$ cat config.mk
export PLATFORM = sky130hd
export DESIGN_NAME = sdl_mode_ctrl
export DESIGN_NICKNAME = d
export VERILOG_FILES = /design/src/hw/sdl_pkg.sv /design/src/hw/sdl_mode_ctrl.sv /design/src/hw/sdl_mpr_pattern.sv
export SDC_FILE = /design/constraint.sdc
export NUM_CORES = 1
export LEC_CHECK = 0
export ABC_AREA = 1
export BUFFER_PORTS_ARGS = -buffer_cell sky130_fd_sc_hd__clkbuf_2
export CAP_MARGIN = 20
export CORE_UTILIZATION = 53
export DETAILED_ROUTE_END_ITERATION = 7
export PLACE_DENSITY = 0.79
export RECOVER_POWER = 25
export REMOVE_ABC_BUFFERS = 1
export SLEW_MARGIN = 20
export SYNTH_ARGS = -nofsm -noshare
export SYNTH_HDL_FRONTEND = slang
export SYNTH_HIERARCHICAL = 1
export SYNTH_SLANG_ARGS = --single-unit
export TNS_END_PERCENT = 5
$ cat constraint.sdc
create_clock -name ref_clk_i -period 1.91 [get_ports ref_clk_i]
set_input_delay 0.191 -clock ref_clk_i [delete_from_list [all_inputs] [get_ports ref_clk_i]]
set_output_delay 0.191 -clock ref_clk_i [all_outputs]
set_load 0.05 [all_outputs]
$ cat src/hw/sdl_pkg.sv
// Purpose: shared constants and types for the mode register function block
// Assumes: command clock at 20 MHz, commands decoded ahead of this block
// Notes:   timing figures are plain defaults, expressed in ns
package sdl_pkg;

  // ==========================================================
  // clock and timing
  localparam int CLK_PERIOD_NS       = 50;
  localparam int MODE_UPDATE_NS      = 200;
  localparam int MODE_CMD_SPACING_NS = 100;
  localparam int MOD_CYC_RAW = (MODE_UPDATE_NS + CLK_PERIOD_NS - 1) / CLK_PERIOD_NS;
  localparam int MRD_CYC_RAW = (MODE_CMD_SPACING_NS + CLK_PERIOD_NS - 1) / CLK_PERIOD_NS;
  localparam int MOD_CYC     = (MOD_CYC_RAW < 1) ? 1 : MOD_CYC_RAW;
  localparam int MRD_CYC     = (MRD_CYC_RAW < 1) ? 1 : MRD_CYC_RAW;
  localparam int CNT_W       = 8;

  // ==========================================================
  // mode register selects and field positions
  localparam logic [1:0] MR_SEL_ONE   = 2'h1;
  localparam logic [1:0] MR_SEL_TWO   = 2'h2;
  localparam logic [1:0] MR_SEL_THREE = 2'h3;
  localparam int ADDR_W       = 16;
  localparam int MR1_WL_BIT   = 7;
  localparam int MR2_ASR_BIT  = 6;
  localparam int MR2_SRT_BIT  = 7;
  localparam int MR3_MPR_BIT  = 2;
  localparam int MR3_LOC_LSB  = 0;

  // ==========================================================
  // readout locations and pattern
  localparam logic [1:0] MPR_LOC_CAL     = 2'h0;
  localparam logic [7:0] MPR_CAL_PATTERN = 8'hAA;
  localparam logic [3:0] MPR_CAL_CHOP    = 4'hA;
  localparam logic [7:0] MPR_RFU_DATA    = 8'h00;

  // ==========================================================
  // decoded command kinds
  typedef enum logic [2:0] {
    SDL_CMD_NOP,
    SDL_CMD_MRS,
    SDL_CMD_READ,
    SDL_CMD_READ_AP,
    SDL_CMD_WRITE,
    SDL_CMD_OTHER
  } sdl_cmd_t;

endpackage
$ cat src/hw/sdl_mode_ctrl.sv
// Purpose: device-side mode register functions: leveling exit, self refresh, readout
// Assumes: commands are decoded on ref_clk_i; odt and temperature arrive as pins
// Notes:
// Notes on behaviour
// - data pins undefined from leveling until one cycle after mode_update_delay after the exit command.
// - any command after mode_update_delay; mode commands after mode_command_spacing.
// - mode_register_two A6 selects automatic self refresh, else manual range.
// - mode_register_two A7 selects extended range; both bits set is illegal.
// - automatic mode scales self refresh with temperature, higher when hot.
// - range bit zero gives normal rate, one gives extended rate.
// - mode_register_three A2 zero: reads and writes use the array.
// - A2 one: reads return the readout location chosen by A1:A0.
// - location zero returns alternating 0,1 pattern in burst order.
`timescale 1ns/1ns
`default_nettype none

module sdl_mode_ctrl
(
  // clock and reset
  input  wire logic                  ref_clk_i,
  input  wire logic                  reset_i,
  // decoded command
  input  wire logic                  cmd_valid_i,
  input  wire sdl_pkg::sdl_cmd_t     cmd_kind_i,
  input  wire logic [1:0]            mr_sel_i,
  input  wire logic [sdl_pkg::ADDR_W-1:0] mr_addr_i,
  input  wire logic                  burst_chop_i,
  // pins
  input  wire logic                  on_die_termination_pin_i,
  input  wire logic                  temp_hot_pin_i,
  // leveling and command status
  output logic                       write_level_o,
  output logic                       strobe_term_o,
  output logic                       dq_undefined_o,
  output logic                       cmd_ready_o,
  output logic                       mrs_ready_o,
  output logic                       cmd_error_o,
  // self refresh
  output logic                       auto_self_refresh_enable_o,
  output logic                       self_refresh_temp_range_o,
  output logic                       mr2_illegal_o,
  output logic                       sr_fast_rate_o,
  // readout
  output logic                       multi_purpose_readout_o,
  output logic [1:0]                 mpr_loc_o,
  output logic                       read_from_mpr_o,
  output logic [7:0]                 mpr_data_o,
  output logic                       mpr_valid_o
);
  import sdl_pkg::*;

  typedef struct packed {
    logic [2:0]       odt_sync;
    logic [2:0]       hot_sync;
    logic             odt_f;
    logic             hot_f;
    logic             wl;
    logic             exit_pend;
    logic             dq_undef;
    logic [CNT_W-1:0] mod_cnt;
    logic [CNT_W-1:0] mrd_cnt;
    logic             cmd_ready;
    logic             mrs_ready;
    logic             cmd_err;
    logic             auto_self_refresh_enable;
    logic             self_refresh_temp_range;
    logic             mr2_bad;
    logic             sr_fast;
    logic             mpr_en;
    logic [1:0]       loc;
    logic             rd_mpr;
    logic             term;
  } sdl_state_t;

  sdl_state_t s_r;
  sdl_state_t s_nxt;

  logic is_mrs;
  logic is_read;
  logic is_exit;
  logic allowed;
  logic mrs_acc;
  logic rd_acc;

  // ==========================================================
  // command qualification
  always_comb
  begin
    is_mrs  = cmd_valid_i && (cmd_kind_i == SDL_CMD_MRS);
    is_read = cmd_valid_i && ((cmd_kind_i == SDL_CMD_READ) || (cmd_kind_i == SDL_CMD_READ_AP));
    is_exit = is_mrs && (mr_sel_i == MR_SEL_ONE) && !mr_addr_i[MR1_WL_BIT];
    // only no-ops and exit in leveling
    if (s_r.wl)
      allowed = is_exit && !s_r.odt_f;
    // spacing gates mode and other commands
    else if (is_mrs)
      allowed = s_r.mrs_ready;
    else
      allowed = s_r.cmd_ready;
    mrs_acc = is_mrs && allowed;
    rd_acc  = is_read && allowed;
  end

  // ==========================================================
  // next state
  always_comb
  begin
    s_nxt          = s_r;
    s_nxt.odt_sync = {s_r.odt_sync[1:0], on_die_termination_pin_i};
    s_nxt.hot_sync = {s_r.hot_sync[1:0], temp_hot_pin_i};
    if (s_r.odt_sync[1] == s_r.odt_sync[2])
      s_nxt.odt_f = s_r.odt_sync[2];
    if (s_r.hot_sync[1] == s_r.hot_sync[2])
      s_nxt.hot_f = s_r.hot_sync[2];
    s_nxt.cmd_err = cmd_valid_i && (cmd_kind_i != SDL_CMD_NOP) && !allowed;
    s_nxt.mr2_bad = 1'b0;
    s_nxt.rd_mpr  = 1'b0;
    if (s_r.mod_cnt != '0)
      s_nxt.mod_cnt = s_r.mod_cnt - 1'b1;
    if (s_r.mrd_cnt != '0)
      s_nxt.mrd_cnt = s_r.mrd_cnt - 1'b1;
    if (mrs_acc)
    begin
      s_nxt.mod_cnt = CNT_W'(MOD_CYC);
      s_nxt.mrd_cnt = CNT_W'(MRD_CYC);
      unique case (mr_sel_i)
        MR_SEL_ONE:
        begin
          s_nxt.wl = mr_addr_i[MR1_WL_BIT];
          if (s_r.wl && !mr_addr_i[MR1_WL_BIT])
            s_nxt.exit_pend = 1'b1;
        end
        MR_SEL_TWO:
        begin
          if (mr_addr_i[MR2_ASR_BIT] && mr_addr_i[MR2_SRT_BIT])
            s_nxt.mr2_bad = 1'b1;
          else
          begin
            s_nxt.auto_self_refresh_enable = mr_addr_i[MR2_ASR_BIT];
            s_nxt.self_refresh_temp_range = mr_addr_i[MR2_SRT_BIT];
          end
        end
        MR_SEL_THREE:
        begin
          s_nxt.mpr_en = mr_addr_i[MR3_MPR_BIT];
          s_nxt.loc    = mr_addr_i[MR3_LOC_LSB +: 2];
        end
        default:
        begin
          s_nxt.wl = s_r.wl;
        end
      endcase
    end
    // reads served from readout when enabled
    if (rd_acc)
      s_nxt.rd_mpr = s_r.mpr_en;
    if (s_r.exit_pend && (s_r.mod_cnt == '0) && !mrs_acc)
      s_nxt.exit_pend = 1'b0;
    // data pins undefined until one cycle after the exit delay ends
    s_nxt.dq_undef  = s_nxt.wl || s_nxt.exit_pend;
    // strobe termination registered so the output leaves a flop
    s_nxt.term      = s_nxt.wl && s_nxt.odt_f;
    s_nxt.cmd_ready = (s_nxt.mod_cnt == '0);
    s_nxt.mrs_ready = (s_nxt.mrd_cnt == '0);
    s_nxt.sr_fast   = s_nxt.auto_self_refresh_enable ? s_nxt.hot_f : s_nxt.self_refresh_temp_range;
  end

  always_ff @(posedge ref_clk_i)
  begin
    if (reset_i)
    begin
      s_r           <= '0;
      s_r.cmd_ready <= 1'b1;
      s_r.mrs_ready <= 1'b1;
    end
    else
      s_r <= s_nxt;
  end

  // ==========================================================
  // readout data
  // calibration pattern source
  sdl_mpr_pattern u_pattern
  (
    .ref_clk_i (ref_clk_i),
    .reset_i   (reset_i),
    .load_i    (rd_acc && s_r.mpr_en),
    .loc_i     (s_r.loc),
    .chop_i    (burst_chop_i),
    .beats_o   (mpr_data_o),
    .valid_o   (mpr_valid_o)
  );

  // ==========================================================
  // outputs
  assign write_level_o              = s_r.wl;
  assign strobe_term_o              = s_r.term;
  assign dq_undefined_o             = s_r.dq_undef;
  assign cmd_ready_o                = s_r.cmd_ready;
  assign mrs_ready_o                = s_r.mrs_ready;
  assign cmd_error_o                = s_r.cmd_err;
  assign auto_self_refresh_enable_o = s_r.auto_self_refresh_enable;
  assign self_refresh_temp_range_o  = s_r.self_refresh_temp_range;
  assign mr2_illegal_o              = s_r.mr2_bad;
  assign sr_fast_rate_o             = s_r.sr_fast;
  assign multi_purpose_readout_o    = s_r.mpr_en;
  assign mpr_loc_o                  = s_r.loc;
  assign read_from_mpr_o            = s_r.rd_mpr;

  logic mr2_acc;
  logic mr2_both;
  assign mr2_acc  = mrs_acc && (mr_sel_i == MR_SEL_TWO);
  assign mr2_both = mr_addr_i[MR2_ASR_BIT] && mr_addr_i[MR2_SRT_BIT];
endmodule

`default_nettype wire

$ cat src/hw/sdl_mpr_pattern.sv
// Purpose: registered source of predefined readout burst data
// Assumes: load is a one-cycle pulse per accepted read while readout is enabled
// Notes:   burst beat 0 sits in bit 0
`timescale 1ns/1ns
`default_nettype none

module sdl_mpr_pattern
(
  // clock and reset
  input  wire logic       ref_clk_i,
  input  wire logic       reset_i,
  // request
  input  wire logic       load_i,
  input  wire logic [1:0] loc_i,
  input  wire logic       chop_i,
  // burst data
  output logic      [7:0] beats_o,
  output logic            valid_o
);
  import sdl_pkg::*;

  typedef struct packed {
    logic [7:0] beats;
    logic       valid;
  } sdl_pat_t;

  sdl_pat_t s_r;
  sdl_pat_t s_nxt;

  // ==========================================================
  // pattern select
  always_comb
  begin
    s_nxt       = s_r;
    s_nxt.valid = load_i;
    if (load_i)
    begin
      if (loc_i != MPR_LOC_CAL)
        s_nxt.beats = MPR_RFU_DATA;
      else if (chop_i)
        s_nxt.beats = {4'h0, MPR_CAL_CHOP};
      else
        s_nxt.beats = MPR_CAL_PATTERN;
    end
  end

  always_ff @(posedge ref_clk_i)
  begin
    if (reset_i)
      s_r <= '0;
    else
      s_r <= s_nxt;
  end

  assign beats_o = s_r.beats;
  assign valid_o = s_r.valid;

endmodule

`default_nettype wire

## Word level (Yosys, flattened, before mapping)

Index checks and enable logic that the tools add are counted.

- Div/mod/pow operators: 0
- Add/sub/neg operators: 2
- Multiplexer cells: 19
- Shifts and indexed selects: 0
- Eq/ne operators: 8
- Reductions and logical operators: 31
- Order comparisons: 0
- Bitwise gates (word level): 3
- Multiply operators: 0

Operator list:

| operator | number |
|---|---|
| 8-bit two-way mux | 4 |
| 8-bit logical NOT | 3 |
| 16-bit two-way mux | 1 |
| 8-bit nonzero test | 2 |
| 8-bit by 1-bit subtractor with 8-bit output (second input constant) | 2 |
| 1-bit logical AND | 15 |
| 1-bit two-way mux | 10 |
| 3-bit by 2-bit equality test with 1-bit output (second input constant) | 2 |
| 3-bit two-way mux | 2 |
| 2-bit equality test (second input constant) | 2 |
| 1-bit logical NOT | 4 |
| 2-bit two-way mux | 2 |
| 3-bit by 1-bit equality test with 1-bit output (second input constant) | 1 |
| 1-bit NOT | 3 |
| 3-bit nonzero test | 1 |
| 3-bit OR reduction | 1 |
| 1-bit equality test | 2 |
| 2-bit by 1-bit equality test with 1-bit output (second input constant) | 1 |
| 1-bit logical OR | 2 |
| 2-bit AND reduction | 1 |
| 2-bit nonzero test | 1 |
| 2-bit OR reduction | 1 |

- Memories kept: 0
- Memory bits (read-only): 0
- Output and inout port bits: 23
- Memory bits (writable): 0
- Flip-flop bits (word level): 48
- Bits in latches: 0

## Longest topological paths before layout

Gate-level depths: netlist of the first run.

- Word-level depth: 11
- Mapped depth: 12
- Depth with buffers taken out: 12

## Cells and area by module

Netlist of the first run, hierarchy kept.

Modules (own cells, without submodules):

| module | instances | cells each | area each (sq um) |
|---|---|---|---|
| sdl_mode_ctrl | 1 | 277 | 1904.3 |
| sdl_mpr_pattern | 1 | 20 | 165.2 |

## Least setup slack after synthesis of the first run

OpenSTA, ideal clock, no wires.

- Kind: flip-flop to flip-flop
- From: register s_r, in the netlist mrs_ready_o
- To: register u_pattern.s_r, in the netlist u_pattern/beats_o[3]
- Setup time: 0.115 ns
- Data required time: 1.795 ns
- Arrival time: 1.504 ns
- Cell stages (with the launch flop): 10
- Clock period less this slack: 1.619 ns
- Path slack: 0.291 ns
- Cells stage by stage: dfxtp_1 -> nand3_1 -> nand3_2 -> nand2_1 -> inv_1 -> nand4_1 -> nor2_1 -> inv_1 -> nand2_1 -> a21oi_2

- Longest elaborated chain between the ends: 4

Ends and longest elaborated chain:

| item | RTL line | text |
|---|---|---|
| start, declared | sdl_mode_ctrl.sv:75 | `sdl_state_t s_r;` |
| start signal, assigned | sdl_mode_ctrl.sv:177 | `s_r <= s_nxt;` |
| 1-bit two-way mux | sdl_mode_ctrl.sv:96 | `else if (is_mrs)` |
| 1-bit two-way mux | sdl_mode_ctrl.sv:93 | `if (s_r.wl)` |
| 1-bit logical AND | sdl_mode_ctrl.sv:101 | `rd_acc = is_read && allowed;` |
| 1-bit logical AND | sdl_mode_ctrl.sv:187 | `.load_i (rd_acc && s_r.mpr_en),` |
| end signal, assigned | sdl_mpr_pattern.sv:52 | `s_r <= s_nxt;` |
| end, declared | sdl_mpr_pattern.sv:27 | `sdl_pat_t s_r;` |

Every way passes these cells.
A chain may end at the register's enable or synchronous reset.

==> flow_results.xml, run 1 <==
<?xml version="1.0" encoding="UTF-8"?>
<metrics>
  <group name="worst_setup_path">
    <metric name="crit_arrival" unit="ns">1.77</metric>
    <metric name="cp-start-kind" unit="">input port</metric>
    <metric name="crit_path_end_kind" unit="">flip-flop</metric>
    <metric name="worst_ep_required" unit="ns">2.04</metric>
    <metric name="timing_worst_setup_path_type" unit="">in -&gt; reg</metric>
    <metric name="worst_path_fanout_max" unit="">30</metric>
  </group>
  <group name="global_routing">
    <metric name="grt_max_degree" unit="">31</metric>
    <metric name="first_global_vias" unit="">1641</metric>
    <metric name="grt_pass1_wl" unit="um">6640</metric>
    <metric name="grt.overflow.total" unit="">0</metric>
    <metric name="gr-usage-all-layers" unit="%">20.6</metric>
    <metric name="antenna_violations_before_repair" unit="">0</metric>
  </group>
  <group name="cts">
    <metric name="cts_root_buf" unit="">clkbuf_8</metric>
    <metric name="post_cts_hold_buffer_count" unit="">0</metric>
    <metric name="cts_setup_buffers" unit="">0</metric>
    <metric name="cts_tree" unit="">yes</metric>
    <metric name="clock_tree.htree_level_count" unit="">2</metric>
    <metric name="number_of_sinks_handled_by_clock_tree_synthesis" unit="">42</metric>
    <metric name="cts_made_buffers" unit="">5</metric>
    <metric name="clk_latency" unit="ns">0.29</metric>
    <metric name="cts.clk_slew.worst_paths" unit="ns">0.08</metric>
    <metric name="cts.repair.resized" unit="">0</metric>
    <metric name="clk_path_buf_depth" unit="">2</metric>
  </group>
  <group name="synth">
    <metric name="synth_cells" unit="">297</metric>
    <metric name="synth-compound-area-share" unit="%">7.68</metric>
    <metric name="synthAdderAreaFrac" unit="%">2.90</metric>
    <metric name="post_synthesis_sequential_element_count" unit="">42</metric>
    <metric name="netlist_area" unit="sq um">2070</metric>
    <metric name="syn_area_per_cell" unit="sq um">6.97</metric>
    <metric name="top_cells_by_area_in_the_synthesized_netlist" unit="">dfxtp_1, nand2_1, inv_1</metric>
    <metric name="synth.distinct_cells" unit="">32</metric>
    <metric name="yosys.area_share.simple" unit="%">34.6</metric>
    <metric name="yosysSeqAreaShare" unit="%">40.6</metric>
    <metric name="synth_top_family_by_area" unit="">simple AND/OR/NAND/NOR gates</metric>
    <metric name="synthesis.yosys.warnings" unit="">6</metric>
    <metric name="synth_largest_area_cell" unit="">dfxtp_1</metric>
    <metric name="yosys.area_share.xor_xnor" unit="%">1.27</metric>
    <metric name="synth_top_area_share" unit="%">40.6</metric>
    <metric name="synthMuxAreaShare" unit="%">0</metric>
  </group>
  <group name="sta">
    <metric name="timing_worst_slew_pin_value" unit="ns">1.30</metric>
    <metric name="timing.final.crit_period" unit="ns">1.64</metric>
    <metric name="unrepaired_setup_endpoints_after_global_routing" unit="">no</metric>
    <metric name="tns" unit="ns">0</metric>
    <metric name="fmaxAchievable" unit="MHz">608</metric>
    <metric name="slew_violations" unit="">0</metric>
    <metric name="fin_crit_sh" unit="%">86.1</metric>
    <metric name="setup_viol_count_final" unit="">0</metric>
    <metric name="timing.final.ws_setup" unit="ns">0.266</metric>
    <metric name="worst_slew_margin_rel" unit="%">13.2</metric>
    <metric name="final-hold-violation-count" unit="">0</metric>
    <metric name="finalClockSkew" unit="ns">0.0104</metric>
  </group>
  <group name="power_and_ir_drop">
    <metric name="p_sw_share" unit="%">40.7</metric>
    <metric name="p_leak" unit="nW">1.15</metric>
    <metric name="cellInternalPower" unit="W">0.00185</metric>
    <metric name="power.share.sequential" unit="%">35.1</metric>
    <metric name="p_switching" unit="W">0.00127</metric>
    <metric name="peakVddDrop" unit="mV">0.721</metric>
    <metric name="comb_power_share" unit="%">43.9</metric>
    <metric name="clockPowerShare" unit="%">21.0</metric>
    <metric name="pwr_density_cell" unit="nW/um^2">1340</metric>
  </group>
  <group name="route">
    <metric name="vias_per_cell" unit="">4.91</metric>
    <metric name="drc" unit="">0</metric>
    <metric name="avgRoutedWirePerCell" unit="um">10.7</metric>
    <metric name="antenna_left" unit="">0</metric>
    <metric name="drt_first_pass_iters" unit="">4</metric>
    <metric name="drt_iter0_drc" unit="">86</metric>
    <metric name="via_count" unit="">1862</metric>
    <metric name="drt_wl_total" unit="um">4050</metric>
  </group>
  <group name="placed_design">
    <metric name="port_buffers" unit="">34</metric>
    <metric name="placement.setup.worst_slack" unit="ns">0.323</metric>
    <metric name="detailed_place_hpwl" unit="um">2840</metric>
    <metric name="gpl.final_weighted_congestion" unit="">0.878</metric>
  </group>
  <group name="die">
    <metric name="placement_rows" unit="">22</metric>
    <metric name="die_height" unit="um">64.5</metric>
    <metric name="fp.dieW" unit="um">64.5</metric>
    <metric name="initial_utilization" unit="%">55.7</metric>
    <metric name="dieArea" unit="sq um">4160</metric>
    <metric name="core_region_area" unit="sq um">3720</metric>
    <metric name="io_pins" unit="">50</metric>
  </group>
  <group name="final_layout">
    <metric name="flow.area_growth_from_synthesis" unit="%">12.8</metric>
    <metric name="mostFrequentLayoutCell" unit="">nand2_1</metric>
    <metric name="fillers" unit="">352</metric>
    <metric name="finish.net_count" unit="">361</metric>
    <metric name="insertedDiodeCount" unit="">0</metric>
    <metric name="final_layout_size_suffix_gt1_share" unit="%">15.1</metric>
    <metric name="layout.cells.most_common_list" unit="">nand2_1, inv_1, nor2_1</metric>
  </group>
  <group name="status">
    <metric name="outcome" unit="">complete, no violations</metric>
  </group>
  <group name="hold_path">
    <metric name="class_of_the_tightest_hold_or_removal_check" unit="">in -&gt; reg</metric>
  </group>
  <group name="job">
    <metric name="max-cap-violations" unit="">0</metric>
  </group>
</metrics>
## cell families after synthesis
kind of cell             Yosys count
XOR/XNOR                           3
AND/OR/NAND/NOR                  159
adder cells (fa/ha/maj)            5
buffers and inverters             59
other                              1
AO/OA/AOI/OAI                     28
flip-flops                        42
## stage by stage
step	hold slack, ns	cells	utilization, %	power [W]	area [sq um]
finish	0.0880	379	62.8	0.00313	2330
global route	0.0896	379	62.8	0.00337	2330
CTS	0.0824	379	63.1	0.00313	2350
detailed placement	0.392	371	60.2	0.00246	2240
global placement	0.384	371	60.2	0.00243	2240
floorplan	0.253	287	-	0.00221	1990
## per-layer routing
layer	vias to the layer above	track usage (%)	wire (um)
met5	-	0	0
met2	58	34.7	1890
met4	0	8.89	75
li1	980	-	-
met3	7	4.58	214
met1	817	25.1	1870
## critical path, stage by stage
cell and delay [ns]:
clkbuf_1 0.25, clkbuf_1 0.99, nor2_1 0.11, nand2_1 0.13
o21ai_0 0.09
## layout make-up
| cell class | instances | area [sq um] | share of cell area, % |
|---|---|---|---|
| clock buffer | 8 | 110 | 4.72 |
| inverter | 46 | 173 | 7.40 |
| sequential | 42 | 841 | 36.0 |
| tap | 48 | 60.1 | 2.57 |
| multi-input combinational | 199 | 977 | 41.9 |
| timing repair buffer | 36 | 173 | 7.40 |
## sequential cells by signal, summed over array words and instances (netlist names)
signal	count
auto_self_refresh_enable_o	1
read_from_mpr_o	1
u_pattern/valid_o	1
self_refresh_temp_range_o	1
u_pattern/beats_o	2
s_nxt	4
sr_fast_rate_o	1
write_level_o	1
cmd_ready_o	1
cmd_error_o	1
mrs_ready_o	1
multi_purpose_readout_o	1
s_r	21
mpr_loc_o	2
strobe_term_o	1
dq_undefined_o	1
mr2_illegal_o	1
## power groups by stage
| stage | sequential [W] | combinational [W] | clock [W] |
|---|---|---|---|
| detailed placement | 0.00111 | 0.00135 | 0 |
| finish | 0.00110 | 0.00137 | 0.000657 |
| global route | 0.00111 | 0.00156 | 0.000704 |
| floorplan | 0.00113 | 0.00108 | 0 |
| global placement | 0.00111 | 0.00132 | 0 |
| CTS | 0.00109 | 0.00136 | 0.000667 |
## synthesized netlist by cell type
master     n
nand2_1   70
inv_1     45
nor2_1    44
dfxtp_1   42
nand3_1   16
a21oi_1   12
buf_4      9
nand4_1    9
o21ai_0    8
nor3_1     6
ha_1       4
clkbuf_1   3
nor2_2     3
nor2_4     3
a21oi_2    2
nand2_2    2
nand3_2    2
nor4_1     2
xor2_1     2
a21boi_0   1
a31oi_1    1
buf_6      1
conb_1     1
inv_2      1
maj3_1     1
nand3_4    1
nand3b_1   1
o21a_1     1
o21ai_1    1
o21bai_1   1
o31ai_1    1
xnor2_1    1
## path summary, 6_finish.rpt
kind | slack (ns) | from | end | cells past startpoint
worst max-delay path | 0.27 | reset_i | dq_undefined_o$_SDFF_PP0_ | 5
worst min-delay path | 0.09 | temp_hot_pin_i | s_nxt[34]$_SDFF_PP0_ | 3
worst max register to register | 0.27 | s_r[12]$_SDFF_PP0_ | mrs_ready_o$_SDFF_PP1_ | 12
worst min register to register | 0.41 | s_nxt[37]$_SDFF_PP0_ | s_nxt[38]$_SDFF_PP0_ | 2
Power figures use the tool's default switching activity.
==> run 2: changes to the inputs <==
- CORE_MARGIN: unset -> 10
==> run 2 against run 1 <==
Against the previous run: clock power up 5.8%; critical path depth grew 7; die area rose by 64%; worst hold slack lost 0.015 ns; clock skew fell by 0.0020 ns; sequential share of layout area is the same; worst setup slack better by 0.046 ns; sequential power about the same; final cell count did not move; fmax is 2.9% higher; combinational power hardly changed; non-clock buffer count stayed put; largest cell class unchanged.
==> flow_results.xml, run 2 (synthesized netlist as in run 1, its figures left out) <==
<?xml version="1.0" encoding="UTF-8"?>
<metrics>
  <group name="status">
    <metric name="outcome" unit="">complete, no violations</metric>
  </group>
  <group name="die">
    <metric name="initial_utilization" unit="%">55.7</metric>
    <metric name="core_region_area" unit="sq um">3720</metric>
    <metric name="placement_rows" unit="">22</metric>
    <metric name="dieArea" unit="sq um">6800</metric>
    <metric name="die_height" unit="um">82.5</metric>
    <metric name="fp.dieW" unit="um">82.5</metric>
    <metric name="io_pins" unit="">50</metric>
  </group>
  <group name="placed_design">
    <metric name="gpl.final_weighted_congestion" unit="">0.892</metric>
    <metric name="port_buffers" unit="">34</metric>
    <metric name="placedCellCount" unit="">371</metric>
    <metric name="placement.setup.worst_slack" unit="ns">0.294</metric>
    <metric name="detailed_place_hpwl" unit="um">3250</metric>
  </group>
  <group name="worst_setup_path">
    <metric name="regToRegSetupSlack" unit="ns">0.31</metric>
    <metric name="crit_arrival" unit="ns">1.84</metric>
    <metric name="worst_r2r_endpoint" unit="">mrs_ready_o$_SDFF_PP1_</metric>
    <metric name="worst_ep_required" unit="ns">2.16</metric>
    <metric name="worst_path_fanout_max" unit="">7</metric>
    <metric name="timing_worst_setup_path_type" unit="">reg -&gt; reg</metric>
    <metric name="crit_path_end_kind" unit="">flip-flop</metric>
    <metric name="cp-start-kind" unit="">flip-flop</metric>
    <metric name="r2r_start" unit="">s_r[12]$_SDFF_PP0_</metric>
    <metric name="timing.reg2reg.worst_path_depth" unit="">12</metric>
  </group>
  <group name="final_layout">
    <metric name="mostFrequentLayoutCell" unit="">nand2_1</metric>
    <metric name="insertedDiodeCount" unit="">0</metric>
    <metric name="largest-register" unit="">s_r</metric>
    <metric name="largest_register_ffs" unit="">21</metric>
    <metric name="fillers" unit="">362</metric>
    <metric name="finish.net_count" unit="">361</metric>
    <metric name="layout.cells.most_common_list" unit="">nand2_1, inv_1, nor2_1</metric>
    <metric name="seq_area" unit="sq um">841</metric>
    <metric name="final_layout_size_suffix_gt1_share" unit="%">15.4</metric>
    <metric name="flow.area_growth_from_synthesis" unit="%">12.8</metric>
    <metric name="post-route-util" unit="%">62.8</metric>
    <metric name="final_cells" unit="">379</metric>
    <metric name="area_of_the_multi_input_gates" unit="sq um">977</metric>
  </group>
  <group name="route">
    <metric name="drc" unit="">0</metric>
    <metric name="drt_first_pass_iters" unit="">4</metric>
    <metric name="antenna_left" unit="">0</metric>
    <metric name="drt_wl_total" unit="um">4250</metric>
    <metric name="avgRoutedWirePerCell" unit="um">11.2</metric>
    <metric name="drt_iter0_drc" unit="">127</metric>
    <metric name="via_count" unit="">1852</metric>
    <metric name="vias_per_cell" unit="">4.89</metric>
  </group>
  <group name="global_routing">
    <metric name="grt.overflow.total" unit="">0</metric>
    <metric name="gr-usage-all-layers" unit="%">13.6</metric>
    <metric name="first_global_vias" unit="">1761</metric>
    <metric name="antenna_violations_before_repair" unit="">0</metric>
    <metric name="grt_max_degree" unit="">28</metric>
    <metric name="grt_pass1_wl" unit="um">7350</metric>
  </group>
  <group name="cts">
    <metric name="cts_made_buffers" unit="">5</metric>
    <metric name="clk_path_buf_depth" unit="">2</metric>
    <metric name="clock_tree.htree_level_count" unit="">2</metric>
    <metric name="cts_root_buf" unit="">clkbuf_8</metric>
    <metric name="number_of_sinks_handled_by_clock_tree_synthesis" unit="">42</metric>
    <metric name="cts.repair.resized" unit="">0</metric>
    <metric name="clk_latency" unit="ns">0.30</metric>
    <metric name="cts_tree" unit="">yes</metric>
    <metric name="cts.clk_slew.worst_paths" unit="ns">0.08</metric>
    <metric name="cts_setup_buffers" unit="">0</metric>
    <metric name="post_cts_hold_buffer_count" unit="">0</metric>
  </group>
  <group name="sta">
    <metric name="fmaxAchievable" unit="MHz">626</metric>
    <metric name="finalClockSkew" unit="ns">0.00840</metric>
    <metric name="setup_viol_count_final" unit="">0</metric>
    <metric name="timing.final.ws_setup" unit="ns">0.312</metric>
    <metric name="slew_violations" unit="">0</metric>
    <metric name="final-hold-violation-count" unit="">0</metric>
    <metric name="timing.final.crit_period" unit="ns">1.60</metric>
    <metric name="tns" unit="ns">0</metric>
    <metric name="fin_crit_sh" unit="%">83.7</metric>
    <metric name="unrepaired_setup_endpoints_after_global_routing" unit="">no</metric>
    <metric name="worst_slew_margin_rel" unit="%">23.9</metric>
    <metric name="timing_worst_slew_pin_value" unit="ns">1.14</metric>
  </group>
  <group name="power_and_ir_drop">
    <metric name="peakVddDrop" unit="mV">0.729</metric>
    <metric name="pwr_density_cell" unit="nW/um^2">1350</metric>
    <metric name="total_power" unit="W">0.00315</metric>
    <metric name="p_leak" unit="nW">1.16</metric>
  </group>
  <group name="hold_path">
    <metric name="class_of_the_tightest_hold_or_removal_check" unit="">in -&gt; reg</metric>
    <metric name="holdPathEnd" unit="">s_nxt[34]$_SDFF_PP0_</metric>
    <metric name="hold_path_startpoint" unit="">temp_hot_pin_i</metric>
    <metric name="hold-path-cell-count" unit="">3</metric>
  </group>
  <group name="job">
    <metric name="max-cap-violations" unit="">0</metric>
  </group>
</metrics>
run 2: metrics by stage:
stage                     area, sq um  hold WS (ns)
after global placement           2240         0.384
after CTS                        2340        0.0623
after global routing             2330        0.0804
after floorplan                  1990         0.253
final                            2330        0.0732
after detailed placement         2240         0.388
run 2: critical path, stage by stage (launching register included):
cell and delay [ns]:
dfxtp_1 0.30, inv_1 0.17, ha_1 0.19, nand2_1 0.08
nor2_4 0.20, inv_1 0.11, nand2_1 0.09, nor2_1 0.04
o21ai_0 0.13, nand2_1 0.08, inv_1 0.05, nand2_1 0.05
nand2_1 0.05
run 2: power breakdown:
group / internal (W) / switching (W)
clock network: 0.000385 / 0.000311
logic: 0.000484 / 0.000875
registers: 0.00101 / 0.0000911
total: 0.00187 / 0.00128
run 2: worst max-delay path by stage:
stage                           start                                end  depth (start not counted)
6_report           s_r[12]$_SDFF_PP0_             mrs_ready_o$_SDFF_PP1_                         12
5_1_grt            s_r[12]$_SDFF_PP0_             mrs_ready_o$_SDFF_PP1_                         10
4_1_cts            s_r[12]$_SDFF_PP0_             mrs_ready_o$_SDFF_PP1_                         12
3_5_place_dp              mr_sel_i[0]  u_pattern/beats_o[3]$_SDFFE_PP0P_                         12
3_3_place_gp              mr_sel_i[0]  u_pattern/beats_o[3]$_SDFFE_PP0P_                         12
2_1_floorplan  mrs_ready_o$_SDFF_PP1_  u_pattern/beats_o[3]$_SDFFE_PP0P_                          9
run 2: per-layer routing:
layer	global-route usage (%)	share of wire, %	up-vias
li1	-	-	985
met1	15.6	44	813
met2	21.4	45	45
met3	5.40	8.4	9
met4	7.31	1.8	0
met5	0	0	-
run 2: layout make-up:
type / instances / area share [%]
Timing Repair Buffer: 36 / 7.45
Clock inverter: 3 / 1.72
Multi-Input combinational cell: 199 / 41.9
Sequential cell: 42 / 36.0
Tap cell: 48 / 2.57
Clock buffer: 5 / 2.95
Inverter: 46 / 7.40
==> run 3: changes to the inputs <==
- clock period: 1.91 -> 1.7 ns (I/O delays scaled with it)
==> run 3 against run 2 <==
Against the previous run: worst setup slack lost 0.14 ns; worst hold slack got worse by 0.022 ns; sequential share of layout area decreased by 0.83 points; flip-flop and latch count stayed put; die area unchanged; count of clock-buffer cells in the layout grew 1; register-to-register slack got worse by 0.14 ns; wire length up 4.2%; non-clock buffer count increased by 2; largest power group unchanged; highest routed layer unchanged.
==> flow_results.xml, run 3 (synthesized netlist as in run 1, its figures left out) <==
<?xml version="1.0" encoding="UTF-8"?>
<metrics>
  <group name="status">
    <metric name="outcome" unit="">complete, no violations</metric>
  </group>
  <group name="worst_setup_path">
    <metric name="list_of_cells_traversed_by_the_critical_path" unit="">nor2_1 &gt; nand4_1 &gt; nand2_2 &gt; nand3_4 &gt; buf_4 &gt; nand2_1 &gt; nand2_1 &gt; nor2_1 &gt; nand2_1 &gt; nand2_1</metric>
    <metric name="crit_path_frequent_cell" unit="">nand2_1</metric>
    <metric name="worst_r2r_endpoint" unit="">cmd_ready_o$_SDFF_PP1_</metric>
    <metric name="crit_path_end_kind" unit="">flip-flop</metric>
    <metric name="worst_path_fanout_max" unit="">13</metric>
    <metric name="crit_arrival" unit="ns">1.77</metric>
    <metric name="crit_path_top_delay_cell" unit="">dfxtp_1</metric>
    <metric name="r2r_start" unit="">s_r[32]$_SDFF_PP0_</metric>
    <metric name="timing_worst_setup_path_type" unit="">reg -&gt; reg</metric>
    <metric name="timing.reg2reg.worst_path_depth" unit="">10</metric>
    <metric name="critical-path-max-stage-delay" unit="ns">0.32</metric>
    <metric name="worst_ep_required" unit="ns">1.94</metric>
    <metric name="cp.buffers_inverters" unit="">1</metric>
    <metric name="regToRegSetupSlack" unit="ns">0.17</metric>
    <metric name="cp-start-kind" unit="">flip-flop</metric>
    <metric name="critical-path-top-delay-family" unit="">simple AND/OR/NAND/NOR gates</metric>
  </group>
  <group name="final_layout">
    <metric name="final_layout_size_suffix_gt1_share" unit="%">16.5</metric>
    <metric name="largest_register_ffs" unit="">21</metric>
    <metric name="finish.net_count" unit="">363</metric>
    <metric name="mostFrequentLayoutCell" unit="">nand2_1</metric>
    <metric name="layout.cells.most_common_list" unit="">nand2_1, inv_1, nor2_1</metric>
    <metric name="insertedDiodeCount" unit="">0</metric>
    <metric name="cell_area_after_layout" unit="sq um">2390</metric>
    <metric name="largest-register" unit="">s_r</metric>
    <metric name="flow.area_growth_from_synthesis" unit="%">15.4</metric>
  </group>
  <group name="route">
    <metric name="via_count" unit="">1862</metric>
    <metric name="avgRoutedWirePerCell" unit="um">11.6</metric>
    <metric name="drt_iter0_drc" unit="">173</metric>
    <metric name="antenna_left" unit="">0</metric>
    <metric name="drc" unit="">0</metric>
    <metric name="vias_per_cell" unit="">4.89</metric>
    <metric name="drt_first_pass_iters" unit="">5</metric>
    <metric name="drt_wl_total" unit="um">4430</metric>
  </group>
  <group name="sta">
    <metric name="finalClockSkew" unit="ns">0.00945</metric>
    <metric name="timing.final.crit_period" unit="ns">1.53</metric>
    <metric name="setup_viol_count_final" unit="">0</metric>
    <metric name="worst_slew_margin_rel" unit="%">53.1</metric>
    <metric name="tns" unit="ns">0</metric>
    <metric name="unrepaired_setup_endpoints_after_global_routing" unit="">no</metric>
    <metric name="slew_violations" unit="">0</metric>
    <metric name="timing_worst_slew_pin_value" unit="ns">0.704</metric>
    <metric name="fin_crit_sh" unit="%">90.0</metric>
    <metric name="fmaxAchievable" unit="MHz">654</metric>
    <metric name="final-hold-violation-count" unit="">0</metric>
  </group>
  <group name="cts">
    <metric name="post_cts_hold_buffer_count" unit="">0</metric>
    <metric name="clk_latency" unit="ns">0.30</metric>
    <metric name="cts.clk_slew.worst_paths" unit="ns">0.08</metric>
    <metric name="cts_tree" unit="">yes</metric>
    <metric name="cts_made_buffers" unit="">5</metric>
    <metric name="number_of_sinks_handled_by_clock_tree_synthesis" unit="">42</metric>
    <metric name="clk_path_buf_depth" unit="">2</metric>
    <metric name="cts_root_buf" unit="">clkbuf_8</metric>
    <metric name="cts_setup_buffers" unit="">0</metric>
    <metric name="clock_tree.htree_level_count" unit="">2</metric>
  </group>
  <group name="die">
    <metric name="fp.dieW" unit="um">82.5</metric>
    <metric name="core_region_area" unit="sq um">3720</metric>
    <metric name="dieArea" unit="sq um">6800</metric>
    <metric name="io_pins" unit="">50</metric>
    <metric name="placement_rows" unit="">22</metric>
    <metric name="initial_utilization" unit="%">55.7</metric>
    <metric name="die_height" unit="um">82.5</metric>
  </group>
  <group name="hold_path">
    <metric name="holdPathEnd" unit="">s_nxt[34]$_SDFF_PP0_</metric>
    <metric name="class_of_the_tightest_hold_or_removal_check" unit="">in -&gt; reg</metric>
    <metric name="hold_path_startpoint" unit="">temp_hot_pin_i</metric>
    <metric name="hold-path-cell-count" unit="">3</metric>
  </group>
  <group name="global_routing">
    <metric name="gr-usage-all-layers" unit="%">13.7</metric>
    <metric name="grt.overflow.total" unit="">0</metric>
    <metric name="first_global_vias" unit="">1768</metric>
    <metric name="grt_pass1_wl" unit="um">7500</metric>
    <metric name="grt_max_degree" unit="">17</metric>
    <metric name="antenna_violations_before_repair" unit="">0</metric>
  </group>
  <group name="placed_design">
    <metric name="port_buffers" unit="">34</metric>
    <metric name="place_area" unit="sq um">2250</metric>
    <metric name="gpl.final_weighted_congestion" unit="">0.902</metric>
    <metric name="detailed_place_hpwl" unit="um">3390</metric>
  </group>
  <group name="power_and_ir_drop">
    <metric name="p_leak" unit="nW">1.17</metric>
    <metric name="peakVddDrop" unit="mV">0.902</metric>
    <metric name="pwr_density_cell" unit="nW/um^2">1580</metric>
  </group>
  <group name="job">
    <metric name="max-cap-violations" unit="">0</metric>
  </group>
</metrics>
[run 3: changes by cell type in the layout (fill, tap and decap cells not counted), sizes merged]
cell / before / now
bufinv: 1 / 2
clkbuf: 40 / 41
buf: 1 / 3
clkinv: 2 / 0
[run 3: what timing repair did]
action | 4_1_cts | 5_1_grt
endpoints found under the setup margin | 0 | 4
endpoints found under the hold margin | 0 | 0
resized for setup | 0 | 5
[run 3: per-stage QoR]
step / hold slack, ns / setup slack [ns] / utilization, % / power [W] / cells
3_5_place_dp: 0.367 / 0.0905 / 60.6 / 0.00279 / 373
5_1_grt: 0.0672 / 0.0218 / 64.3 / 0.00410 / 381
2_1_floorplan: 0.232 / 0.0713 / - / 0.00248 / 287
6_report: 0.0516 / 0.171 / 64.3 / 0.00378 / 381
4_1_cts: 0.0431 / 0.0549 / 64.4 / 0.00379 / 381
3_3_place_gp: 0.364 / 0.128 / 60.6 / 0.00275 / 373
[run 3: cell type report]
type,count,area (sq um)
fill,334,1330
sequential,42,841
clock inverter,2,60.1
multi-input combinational,199,983
tap,48,60.1
clock buffer,6,82.6
inverter,46,175
timing repair buffer,38,186
[run 3: power breakdown]
part           internal, W  leakage, nW  switching (W)
clock             0.000626       0.0714       0.000340
combinational     0.000569        0.757        0.00101
sequential         0.00113        0.344       0.000107
[run 3: worst register-to-register path, delay by kind of cell, from the launching register on]
family	cells	cell delay [ns]
AND/OR/NAND/NOR	9	0.93
buffers and inverters	1	0.23
flip-flops	1	0.32
[run 3: worst max path at each step]
stage	to	startpoint	depth (start not counted)	slack, ns
after floorplan	u_pattern/beats_o[3]$_SDFFE_PP0P_	mrs_ready_o$_SDFF_PP1_	9	0.07
after global placement	u_pattern/beats_o[3]$_SDFFE_PP0P_	mr_sel_i[0]	12	0.13
after detailed placement	u_pattern/beats_o[5]$_SDFFE_PP0P_	mr_sel_i[0]	12	0.09
after CTS	mrs_ready_o$_SDFF_PP1_	s_r[12]$_SDFF_PP0_	10	0.05
after global routing	u_pattern/beats_o[5]$_SDFFE_PP0P_	s_r[32]$_SDFF_PP0_	10	0.02
final	cmd_ready_o$_SDFF_PP1_	s_r[32]$_SDFF_PP0_	10	0.17
[run 3: metal layers]
| layer | global-route usage, % | up-vias | part of all wire, % |
|---|---|---|---|
| met5 | 0 | - | 0 |
| met4 | 5.61 | 0 | 1.1 |
| met3 | 4.86 | 6 | 7.1 |
| met2 | 22.2 | 38 | 48 |
| met1 | 16.1 | 835 | 44 |
| li1 | - | 983 | - |
